===== src/vdm_pkg.sv =====
// Package of the voltage distortion monitor: register map, field layout,
// reset values, condition and behaviour codes, and the shared record types.
// Assumes a 32-bit AHB-Lite register bus and a 5 ms processing tick.
package vdm_pkg;

   // ----------------------------------------------------------------------
   // Register byte offsets
   // ----------------------------------------------------------------------
   localparam logic [7:0] VDM_OFS_CTRL      = 8'h00;
   localparam logic [7:0] VDM_OFS_PICKUP    = 8'h04;
   localparam logic [7:0] VDM_OFS_DELAY     = 8'h08;
   localparam logic [7:0] VDM_OFS_EVTSEL    = 8'h0C;
   localparam logic [7:0] VDM_OFS_STATUS    = 8'h10;
   localparam logic [7:0] VDM_OFS_CNTCLR    = 8'h14;
   localparam logic [7:0] VDM_OFS_CNT_START = 8'h18;
   localparam logic [7:0] VDM_OFS_CNT_ALARM = 8'h1C;
   localparam logic [7:0] VDM_OFS_CNT_BLK   = 8'h20;
   localparam logic [7:0] VDM_OFS_LOGSEL    = 8'h24;
   localparam logic [7:0] VDM_OFS_LOG_TLO   = 8'h28;
   localparam logic [7:0] VDM_OFS_LOG_THI   = 8'h2C;
   localparam logic [7:0] VDM_OFS_LOG_THDA  = 8'h30;
   localparam logic [7:0] VDM_OFS_LOG_THDB  = 8'h34;

   // ----------------------------------------------------------------------
   // Field positions and reset values
   // ----------------------------------------------------------------------
   localparam int CTRL_EN_BIT    = 0;
   localparam int CTRL_ALLOW_BIT = 1;
   localparam int CTRL_MODE_LSB  = 2;
   localparam int CTRL_PWR_BIT   = 5;
   localparam int CTRL_GRP_LSB   = 8;
   localparam int THD_W          = 14;     // 0.01 % units, up to 100.00 %
   localparam int DLY_W          = 19;     // 5 ms steps, up to 1800 s
   localparam int CNT_W          = 16;
   localparam int TIME_W         = 48;     // Millisecond time stamp
   localparam int LOG_DEPTH      = 12;
   localparam logic [13:0] PICKUP_RST  = 14'h03E8;   // 10.00 %
   localparam logic [18:0] DELAY_RST   = 19'h0_07D0; // 2000 x 5 ms = 10.000 s
   localparam logic [5:0]  EVTSEL_RST  = 6'h3F;      // ON and OFF stored
   localparam int TICK_MS        = 5;      // Processing cycle and delay step
   localparam int RESET_RATIO    = 97;     // Release percentage of pick-up
   localparam int PERCENT        = 100;

   // ----------------------------------------------------------------------
   // Condition, behaviour and event codes
   // ----------------------------------------------------------------------
   typedef enum logic [1:0] {
      COND_NORMAL  = 2'b00,
      COND_START   = 2'b01,
      COND_ALARM   = 2'b10,
      COND_BLOCKED = 2'b11
   } vdm_cond_e;

   typedef enum logic [2:0] {
      BEH_ON       = 3'b000,
      BEH_BLOCKED  = 3'b001,
      BEH_TEST     = 3'b010,
      BEH_TEST_BLK = 3'b011,
      BEH_OFF      = 3'b100
   } vdm_beh_e;

   localparam int EV_START = 0;
   localparam int EV_ALARM = 1;
   localparam int EV_BLK   = 2;

   // One log record
   typedef struct packed {
      logic [TIME_W-1:0]       stamp;
      logic [1:0]              evt_id;   // 1 start, 2 alarm, 3 blocked
      logic [2:0][THD_W-1:0]   thd;
      logic [2:0]              group;
   } vdm_log_s;

endpackage : vdm_pkg


===== src/vdm_monitor.sv =====
// Voltage distortion monitor with event stamping, counters and ON log.
// Assumes THD values, tick and blocking come from logic on sys_clk_i,
// and a single AHB-Lite master on the register bus.
`timescale 1ns/1ns

// Contract
// - Disabled alarm path gives no start or alarm
// - Compare every phase THD each processing cycle
// - Release only below 97 % of threshold
// - One threshold, any phase picks up
// - Threshold in 0.01 %, default 10.00 %
// - Settings change while running, no halt
// - Blocking sampled once at cycle start
// - Unblocked pick-up raises start, runs timer
// - Blocked pick-up raises blocked, nothing else
// - Blocking clears active start like release
// - Definite delay, 5 ms step, 10 s default
// - ON/OFF events, per-event storage selection
// - Each event carries its time stamp
// - Clearable counters for start, alarm, blocked
// - Circular log of twelve latest ON records
// - Log holds time, event, THDs, group
// - Condition code normal, start, alarm, blocked
// - Behaviour reported only when mode setting allowed
// - Start, alarm, blocked as binary outputs
// - THD taken from 32-component FFT per channel
// - Shared amplitude or power ratio select
module vdm_monitor
   import vdm_pkg::*;
(
   // Clock and reset
   input  wire logic                sys_clk_i,
   input  wire logic                rst_i,
   // AHB-Lite slave
   input  wire logic                hsel_i,
   input  wire logic [31:0]         haddr_i,
   input  wire logic [1:0]          htrans_i,
   input  wire logic                hwrite_i,
   input  wire logic [2:0]          hsize_i,
   input  wire logic [31:0]         hwdata_i,
   input  wire logic                hready_i,
   output logic      [31:0]         hrdata_o,
   output logic                     hreadyout_o,
   output logic                     hresp_o,
   // Measurement front end and blocking matrix
   input  wire logic                cycle_tick_i,
   input  wire logic [THD_W-1:0]    thd_l1_i,
   input  wire logic [THD_W-1:0]    thd_l2_i,
   input  wire logic [THD_W-1:0]    thd_l3_i,
   input  wire logic                block_i,
   input  wire logic [TIME_W-1:0]   time_ms_i,
   output logic                     meas_power_o,
   // Binary outputs and status
   output logic                     start_o,
   output logic                     alarm_o,
   output logic                     blocked_o,
   output logic      [1:0]          cond_o,
   output logic      [2:0]          behav_o,
   output logic                     behav_valid_o,
   // Event stream
   output logic      [2:0]          evt_valid_o,
   output logic      [2:0]          evt_on_o,
   output logic      [TIME_W-1:0]   evt_time_o
);

   // ----------------------------------------------------------------------
   // State
   // ----------------------------------------------------------------------
   typedef struct packed {
      logic [31:0]                  hrdata;
      logic                         wr_pend;
      logic [7:0]                   wr_addr;
      logic                         enable;
      logic                         ln_allow;
      logic [2:0]                   ln_mode;
      logic                         meas_power;
      logic [2:0]                   group;
      logic [THD_W-1:0]             pickup;
      logic [DLY_W-1:0]             delay;
      logic [5:0]                   evt_sel;
      logic [3:0]                   log_sel;
      logic                         blk;
      logic                         picked;
      logic                         start;
      logic                         alarm;
      logic                         blocked;
      logic [DLY_W-1:0]             tmr;
      logic [1:0]                   cond;
      logic [2:0]                   behav;
      logic [2:0]                   evt_valid;
      logic [2:0]                   evt_on;
      logic [TIME_W-1:0]            evt_time;
      logic [2:0][CNT_W-1:0]        cnt;
      logic [3:0]                   wp;
      logic [3:0]                   fill;
      vdm_log_s [LOG_DEPTH-1:0]     log;
   } vdm_state_s;

   vdm_state_s r;
   vdm_state_s next_r;

   // ----------------------------------------------------------------------
   // Helpers
   // ----------------------------------------------------------------------
   // Wrap a sum of two log indices into the ring
   function automatic logic [3:0] vdm_wrap(input logic [4:0] v);
      logic [4:0] w;
      w = (v >= 5'(LOG_DEPTH)) ? v - 5'(LOG_DEPTH) : v;
      return w[3:0];
   endfunction : vdm_wrap

   // Pick-up level test with hysteresis for one phase
   function automatic logic vdm_over(input logic [THD_W-1:0] thd,
                                      input logic [THD_W-1:0] thr,
                                      input logic             held);
      logic [20:0] lhs;
      logic [20:0] rhs;
      lhs = 21'(thd) * 21'(PERCENT);
      rhs = 21'(thr) * 21'(RESET_RATIO);
      return held ? (lhs >= rhs) : (thd > thr);
   endfunction : vdm_over

   logic [2:0][THD_W-1:0] thd_in;
   assign thd_in = {thd_l3_i, thd_l2_i, thd_l1_i};

   // Combinational views used by logic and assertions
   logic       active;
   logic       force_blk;
   logic       blk_now;
   logic       pick_now;
   logic [2:0] beh_now;

   // ----------------------------------------------------------------------
   // Next state
   // ----------------------------------------------------------------------
   always_comb begin
      logic [2:0]         prev;
      logic [2:0]         now;
      logic [2:0]         rise;
      logic [2:0]         fall;
      logic [1:0]         n_on;
      logic [1:0]         id_a;
      logic [1:0]         id_b;
      logic [3:0]         clr;
      logic [3:0]         rd_idx;
      vdm_log_s           ent;
      logic               addr_ok;
      next_r   = r;
      prev     = {r.blocked, r.alarm, r.start};
      clr      = 4'h0;
      addr_ok  = hsel_i && htrans_i[1] && hready_i;
      // Local scratch values start from zero on every pass
      now      = '0;
      rise     = '0;
      fall     = '0;
      n_on     = '0;
      id_a     = '0;
      id_b     = '0;
      rd_idx   = '0;
      ent      = '0;

      // Behaviour from mode setting
      beh_now = r.ln_allow ? r.ln_mode : BEH_ON;
      case (beh_now)
         BEH_ON:       begin active = 1'b1; force_blk = 1'b0; end
         BEH_TEST:     begin active = 1'b1; force_blk = 1'b0; end
         BEH_BLOCKED:  begin active = 1'b1; force_blk = 1'b1; end
         BEH_TEST_BLK: begin active = 1'b1; force_blk = 1'b1; end
         default:      begin active = 1'b0; force_blk = 1'b0; end
      endcase
      active = active && r.enable;

      // Blocking sampled at the tick, held through the cycle
      blk_now = cycle_tick_i ? (block_i || force_blk) : r.blk;
      pick_now = active && (vdm_over(thd_in[0], r.pickup, r.picked) ||
                            vdm_over(thd_in[1], r.pickup, r.picked) ||
                            vdm_over(thd_in[2], r.pickup, r.picked));

      // Evaluation once per processing cycle
      next_r.evt_valid = 3'b000;
      next_r.evt_on    = 3'b000;
      if (cycle_tick_i) begin
         next_r.blk     = blk_now;
         next_r.picked  = pick_now;
         next_r.start   = pick_now && !blk_now;
         next_r.blocked = pick_now && blk_now;
         if (next_r.start) begin
            next_r.tmr   = r.start ? ((r.tmr == '1) ? r.tmr : r.tmr + 1'b1) : '0;
            next_r.alarm = (next_r.tmr >= r.delay);
         end else begin
            next_r.tmr   = '0;
            next_r.alarm = 1'b0;
         end
      end

      // Condition code
      if (next_r.blocked) begin
         next_r.cond = COND_BLOCKED;
      end else if (next_r.alarm) begin
         next_r.cond = COND_ALARM;
      end else if (next_r.start) begin
         next_r.cond = COND_START;
      end else begin
         next_r.cond = COND_NORMAL;
      end
      next_r.behav = beh_now;

      // Edge events with selection and stamp
      now  = {next_r.blocked, next_r.alarm, next_r.start};
      rise = now & ~prev;
      fall = prev & ~now;
      for (int k = 0; k < 3; k++) begin
         next_r.evt_valid[k] = (rise[k] && r.evt_sel[2*k]) ||
                               (fall[k] && r.evt_sel[2*k+1]);
         next_r.evt_on[k]    = rise[k];
      end
      if (|(rise | fall)) begin
         next_r.evt_time = time_ms_i;
      end

      // Bus writes in the data phase
      if (r.wr_pend) begin
         case (r.wr_addr)
            VDM_OFS_CTRL: begin
               next_r.enable     = hwdata_i[CTRL_EN_BIT];
               next_r.ln_allow   = hwdata_i[CTRL_ALLOW_BIT];
               next_r.ln_mode    = hwdata_i[CTRL_MODE_LSB +: 3];
               next_r.meas_power = hwdata_i[CTRL_PWR_BIT];
               next_r.group      = hwdata_i[CTRL_GRP_LSB +: 3];
            end
            VDM_OFS_PICKUP: next_r.pickup  = hwdata_i[THD_W-1:0];
            VDM_OFS_DELAY:  next_r.delay   = hwdata_i[DLY_W-1:0];
            VDM_OFS_EVTSEL: next_r.evt_sel = hwdata_i[5:0];
            VDM_OFS_CNTCLR: clr[2:0]       = hwdata_i[2:0];
            VDM_OFS_LOGSEL: next_r.log_sel = (hwdata_i[3:0] > 4'(LOG_DEPTH-1)) ?
                                             4'(LOG_DEPTH-1) : hwdata_i[3:0];
            default: ;
         endcase
      end

      // Counters, a clear and an edge in the same cycle leave a count of one
      for (int k = 0; k < 3; k++) begin
         if (rise[k]) begin
            next_r.cnt[k] = clr[k] ? CNT_W'(1) : r.cnt[k] + 1'b1;
         end else if (clr[k]) begin
            next_r.cnt[k] = '0;
         end
      end

      // Log of ON records, start and alarm may land together
      n_on = 2'(rise[0]) + 2'(rise[1]) + 2'(rise[2]);
      id_a = rise[0] ? 2'd1 : (rise[1] ? 2'd2 : 2'd3);
      id_b = 2'd2;
      ent.stamp = time_ms_i;
      ent.thd   = thd_in;
      ent.group = r.group;
      ent.evt_id = id_a;
      if (n_on != 2'd0) begin
         next_r.log[r.wp] = ent;
      end
      if (n_on == 2'd2) begin
         ent.evt_id = id_b;
         next_r.log[vdm_wrap(5'(r.wp) + 5'd1)] = ent;
      end
      next_r.wp   = vdm_wrap(5'(r.wp) + 5'(n_on));
      next_r.fill = ((5'(r.fill) + 5'(n_on)) > 5'(LOG_DEPTH)) ?
                    4'(LOG_DEPTH) : 4'(r.fill + 4'(n_on));

      // Address phase capture and read data
      next_r.wr_pend = addr_ok && hwrite_i;
      next_r.wr_addr = haddr_i[7:0];
      rd_idx = vdm_wrap(5'(r.wp) + 5'(LOG_DEPTH - 1) - 5'(r.log_sel));
      ent    = r.log[rd_idx];
      if (addr_ok && !hwrite_i) begin
         case (haddr_i[7:0])
            VDM_OFS_CTRL:      next_r.hrdata = {21'h0, r.group, 2'b00, r.meas_power,
                                                r.ln_mode, r.ln_allow, r.enable};
            VDM_OFS_PICKUP:    next_r.hrdata = {18'h0, r.pickup};
            VDM_OFS_DELAY:     next_r.hrdata = {13'h0, r.delay};
            VDM_OFS_EVTSEL:    next_r.hrdata = {26'h0, r.evt_sel};
            VDM_OFS_STATUS:    next_r.hrdata = {20'h0, r.fill, r.blocked, r.alarm,
                                                r.start, r.behav, r.cond};
            VDM_OFS_CNT_START: next_r.hrdata = {16'h0, r.cnt[EV_START]};
            VDM_OFS_CNT_ALARM: next_r.hrdata = {16'h0, r.cnt[EV_ALARM]};
            VDM_OFS_CNT_BLK:   next_r.hrdata = {16'h0, r.cnt[EV_BLK]};
            VDM_OFS_LOGSEL:    next_r.hrdata = {28'h0, r.log_sel};
            VDM_OFS_LOG_TLO:   next_r.hrdata = ent.stamp[31:0];
            VDM_OFS_LOG_THI:   next_r.hrdata = {6'h0, ent.evt_id, 1'b0, ent.group,
                                                4'h0, ent.stamp[47:32]};
            VDM_OFS_LOG_THDA:  next_r.hrdata = {2'b00, ent.thd[1], 2'b00, ent.thd[0]};
            VDM_OFS_LOG_THDB:  next_r.hrdata = {18'h0, ent.thd[2]};
            default:           next_r.hrdata = 32'h0000_0000;
         endcase
      end
   end

   // ----------------------------------------------------------------------
   // Registers
   // ----------------------------------------------------------------------
   always_ff @(posedge sys_clk_i or posedge rst_i) begin
      if (rst_i) begin
         r          <= '0;
         r.enable   <= 1'b1;
         r.ln_mode  <= BEH_ON;
         r.pickup   <= PICKUP_RST;
         r.delay    <= DELAY_RST;
         r.evt_sel  <= EVTSEL_RST;
      end else begin
         r <= next_r;
      end
   end

   // Outputs straight from flops, bus ready and response tied off
   assign hrdata_o      = r.hrdata;
   assign hreadyout_o   = 1'b1;
   assign hresp_o       = 1'b0;
   assign meas_power_o  = r.meas_power;
   assign start_o       = r.start;
   assign alarm_o       = r.alarm;
   assign blocked_o     = r.blocked;
   assign cond_o        = r.cond;
   assign behav_o       = r.behav;
   assign behav_valid_o = r.ln_allow;
   assign evt_valid_o   = r.evt_valid;
   assign evt_on_o      = r.evt_on;
   assign evt_time_o    = r.evt_time;
endmodule : vdm_monitor


===== config.mk =====
export PLATFORM = sky130hd
export DESIGN_NAME = vdm_monitor
export DESIGN_NICKNAME = d
export VERILOG_FILES = /design/src/vdm_pkg.sv /design/src/vdm_monitor.sv
export SDC_FILE = /design/constraint.sdc
export NUM_CORES = 2
export LEC_CHECK = 0
export BUFFER_PORTS_ARGS = -buffer_cell sky130_fd_sc_hd__buf_2
export CORE_MARGIN = 2
export CORE_UTILIZATION = 40
export DETAILED_ROUTE_END_ITERATION = 8
export PLACE_DENSITY_LB_ADDON = 0.12
export SYNTH_ARGS = -nofsm -noshare
export SYNTH_HDL_FRONTEND = slang
export SYNTH_SLANG_ARGS = --single-unit

===== constraint.sdc =====
create_clock -name sys_clk_i -period 55.5 [get_ports sys_clk_i]
set_input_delay 0 -clock sys_clk_i [delete_from_list [all_inputs] [get_ports sys_clk_i]]
set_output_delay 0 -clock sys_clk_i [all_outputs]
set_load 0.02 [all_outputs]

Word-level counts from Yosys, hierarchy flattened
Cells that the tools add are included.
{"block": "op_classes", "addsub": 15, "mul": 4, "n_div": 0, "n_lt_le_gt_ge": 17, "n_eq_ne": 22, "n_shift": 0, "muxes": 44, "bitwise": 5, "reduce_logical": 39}
{"cell": "$bwmux 1140", "n": 2}
{"cell": "$mux 1140", "n": 2}
{"cell": "$demux 95 s4", "n": 2}
{"cell": "$pmux 32 s13", "n": 1}
{"cell": "$bmux 95 s4", "n": 1}
{"cell": "$mux 95", "n": 3}
{"cell": "$mux 16", "n": 9}
{"cell": "$ge 21x21->1", "n": 3}
{"cell": "$mul 14x5->19 const B", "n": 3}
{"cell": "$mux 19", "n": 3}
{"cell": "$eq 8x6->1 const B", "n": 7}
{"cell": "$add 16x1->16 const B", "n": 3}
{"cell": "$gt 14x14->1", "n": 3}
{"cell": "$eq 8x4->1 const B", "n": 4}
{"cell": "$eq 8x5->1 const B", "n": 4}
{"cell": "$mux 22", "n": 1}
{"cell": "$mul 14x7->21 const B", "n": 1}
{"cell": "$mux 4", "n": 5}
{"cell": "$add 19x1->19 const B", "n": 1}
{"cell": "$eq 19x19->1 const B", "n": 1}
{"cell": "$ge 19x19->1", "n": 1}
{"cell": "$eq 8x3->1 const B", "n": 2}
{"cell": "$logic_and 1x1->1", "n": 16}
{"cell": "$logic_not 8->1", "n": 2}
{"cell": "30 further kinds", "n": 66}
{"block": "word_totals", "register_bits": 1372, "latchBits": 0, "mem_bits_rw": 0, "rom_bits": 0, "inputBits": 166, "output_inout_bits": 98, "elab_cells": 246, "mem_count": 0}

Longest topological paths before layout
{"block": "logic_depth", "ltp_word": 17, "ltp_mapped": 37, "ltp_nobuf": 37}

Worst setup path before layout
No wires, ideal clock.
{"block": "synth_path", "kind": "register to register", "start": "register r[1314] in the netlist's numbering", "end": "register r[1147] in the netlist's numbering", "setup_ns": 0.125, "t_arrival_ns": 7.758, "required_ns": 55.375, "setup_slack_ns": 47.617, "stages_incl_launch_ff": 36, "path_buffers": 0, "synth_period_minus_slack_ns": 7.883, "path_cell_list": "dfstp_2 > ha_1 > ha_1 > ha_1 > inv_1 > fa_1 > inv_1 > ha_1 > or3_4 > o22ai_1 > nor2_1 > a21oi_1 > o21bai_1 > a21oi_1 > nor2b_1 > nor2_1 > xor2_1 > ha_1 > nor3_1 > o21ai_0 > a2111oi_0 > a21oi_1 > maj3_2 > o211ai_1 > a32o_1 > o211a_4 > o22ai_1 > ha_1 > fa_1 > ha_1 > fa_1 > xor2_1 > ha_1 > a22oi_1 > nand2_1 > mux2_2"}
{"item": "from (decl)", "line_no": "vdm_monitor.sv:99", "rtl": "vdm_state_s r;"}
{"item": "from (signal assigned)", "line_no": "vdm_monitor.sv:309", "rtl": "r <= next_r;"}

==> results.md <==
- Status: finished, final reports clean
- Slew @ Worst Pin: between 1000 and 1500 ps
- Clk slew on worst S/H paths: 60 ps
- WP buf/inv: 3
- Antenna viol nets, final: 0
- Hold_buf cts: about 150
- Period utilisation layout: 19.9%
- TNS Setup: 0 ps
- CTS root buf: clkbuf_16
- Synth Area in XOR/XNOR: between 1 and 1.5%
- Synth unique cells: 79
- #FFs+latches synth: between 1000 and 1500
- Max VDD drop: 57.7 µV
- Maxcap violations: 0
- CP delay by family, top: adder cells
- Grt total ovfl: 0
- Cells after Synth: approximately 5500
- Critical Path End Type: register
- Total GRT Usage: 23.8%
- Pin count of the biggest net entering global routing: between 150 and 200
- Core area: between 150000 and 200000 µm²
- Synth Area in Adders: 7.06%
- Required @ worst endpoint: between 50000 and 60000 ps
- Setup violators final: 0
- I/O pin count: approximately 260
- 1st-iter DRT viols: between 3000 and 4000
- Critical setup path kind: reg -> reg
- Synth Flop Type: dfrtp_1
- CP peak stage delay: 930 ps
- Multiplexer area fraction after synthesis: between 20 and 25%
- Area Growth Syn to Fin: 13.2%
- H-tree levels: 4
- Area contributors post-synth: dfrtp_1 (48%), mux2_2 (17%), mux4_2 (6.5%)
- Average footprint of a synthesized cell: approximately 13 µm²
- Clock sink total: 1371
- Sequential fraction of the synthesis area: between 40% and 50%
- Minimum clock period: around 11000 ps
- Top cell by count, worst path: ha_1
- Leading area contributor after synthesis: dfrtp_1
- Most common cell in the synthesized netlist: dfrtp_1
- Synth Area in Simple Gates: 4.63%
- Port bufs: between 200 and 250
- Detailed Place HPWL: ~130000 µm
- Die height: roughly 420 µm
- Post-Route WL: 213000 µm
- Tot Pwr: between 3 and 4 mW
- Fin. Hold Viols: 0
- Hold Path Class: in -> reg
- Cell area after synthesis: around 70000 µm²
- Power Density: slightly above 40 nW/µm²
- Skew-Pair Late Insertion Delay: 810 ps
- Post-CTS Resized: 0
- Crit path launch type: register
- Post-CTS setup repair buffer count: 0
- Asr flop ratio synth: 100%
- Share of cells above drive strength 1: around a third
- Die width: 424 µm
- First-pass GRT wire length: between 300000 and 400000 µm
- Synth Warn #: 0
- Synth Area in Compound Gates: under 10%
- Vias in the first global route: approximately 48000
- Synth top area share: roughly half
- Commonest cells in the netlist: dfrtp_1 (1352), mux2_2 (1078), ha_1 (336), nand2_1 (327), o21ai_0 (218)
- Worst Path Arrival: around 12000 ps
- CTS tree: yes
- Unrepaired setup endpoints after global routing: false
- Antenna violations before repair: 8
- Largest family of logic cells by synthesized area: multiplexers
- Via density: 5.68
- CTS Buf Count: between 150 and 200
- Initial Utilization: between 40% and 50%
- TritonRoute pass-1 iters: 5
- Skew final: around 56 ps
- Crit path max fanout: just under 50
- Final core utilization: a little under half
- F_max: 0.0906 GHz
- Vias after detailed routing: around 46000
- Final Wtd Congestion: ~0.86
- Placed insts: 7717
- Row count: between 150 and 200
- Leak pwr: ~38 nW
- WL/cell: around 26 µm
- Maximum root-to-sink buffer count: 3
- DRC viols: 0
- Post-synth net total: between 6000 and 7000
- Final nets: ~6200
- CP max stage cell: buf_4
- Die area: 180000 µm²
- Fin cells: approximately 8000
- Fin Hold WS: 73.2 ps
- Slew margin rel.: 16.0%
- Final Max Slew Viols: 0
- Post-synth EDFFs: 0
## registers in the layout, summed over array words and instances, names as in the netlist
register	cells
evt_valid_o	3
evt_time_o	48
r	1275
hrdata_o	32
behav_valid_o	1
blocked_o	1
meas_power_o	1
evt_on_o	3
behav_o	3
alarm_o	1
cond_o	2
start_o	1
## worst paths after layout
kind,slack (ps),from,depth (start not counted),end
worst max-delay path,44460,r[1314],33,r[938]
worst min-delay path,70,hwdata_i[5],4,r[1294]
worst max register to register,44460,r[1314],33,r[938]
worst min register to register,480,r[137],2,r[137]
max in group asynchronous,49810,rst_i,9,r[893]
min in group asynchronous,510,rst_i,4,r[1172]
## cell usage in the layout (no fill, tap or decap), drive strengths merged, types with 13 or more instances in the layout
cell type    instances
o21ai              224
nor2b               13
dfrtp             1352
nor2               160
nand3               51
and3                28
o21a                13
a221oi             123
a21o                36
buf                310
or3                 14
clkbuf             241
a32o                23
a22o                73
clkinv              29
and2                17
dfstp               19
fa                  37
dlygate4sd3        147
a22oi               75
and4                13
ha                 336
nand2b              20
xnor2               58
mux4               203
nor3                19
nand4               27
o211ai              17
o21bai              16
a211oi              45
a21oi              191
inv                202
o22ai               38
nand2              327
xor2                60
mux2i               51
mux2              1078
## through the flow
step	area, µm²	setup slack (ps)
global route	79800	43860
detailed placement	73100	44540
finish	79800	44460
CTS	79800	44450
floorplan	70500	16880
global placement	73100	44470
## per-layer routing
| layer | GRT usage, % | up-vias | wire, µm |
|---|---|---|---|
| met5 | 0 | - | 22 |
| met4 | 6.72 | 4 | 5830 |
| met3 | 3.09 | 294 | 7600 |
| met2 | 39.4 | 897 | 102000 |
| met1 | 32.8 | 24500 | 97600 |
| li1 | - | 20600 | - |
## power by group
part           total [mW]  switching (mW)  internal [mW]
registers            1.17          0.0610           1.10
clock network        1.04           0.437          0.605
logic                1.11           0.688          0.418
## cell families (layout without fill, tap and decap cells)
kind of cell | count (synthesis) | in the layout
AO/OA/AOI/OAI | 957 | 957
XOR/XNOR | 118 | 118
adder cells (fa/ha/maj) | 376 | 376
buffers and inverters | 670 | 937
flip-flops | 1371 | 1371
multiplexers | 1332 | 1332
other | 2 | 5
AND/OR/NAND/NOR | 718 | 718
## tightest hold or removal path: stages
cell and delay [ps]:
dlygate4sd3_1 530, buf_2 170, nand2_1 50, o21ai_0 70
## final cells by class
cell class / instances / area, µm²
inverters: 193 / 732
diodes: 3 / 7.51
fillers: 15900 / 95700
clock inverters: 46 / 567
multi-input cells: 3503 / 33300
well taps: 2340 / 2930
flip-flops and latches: 1371 / 34300
clock buffers: 241 / 4620
repair buffers: 457 / 3350
No activity file was read; power rests on OpenSTA's default activity.
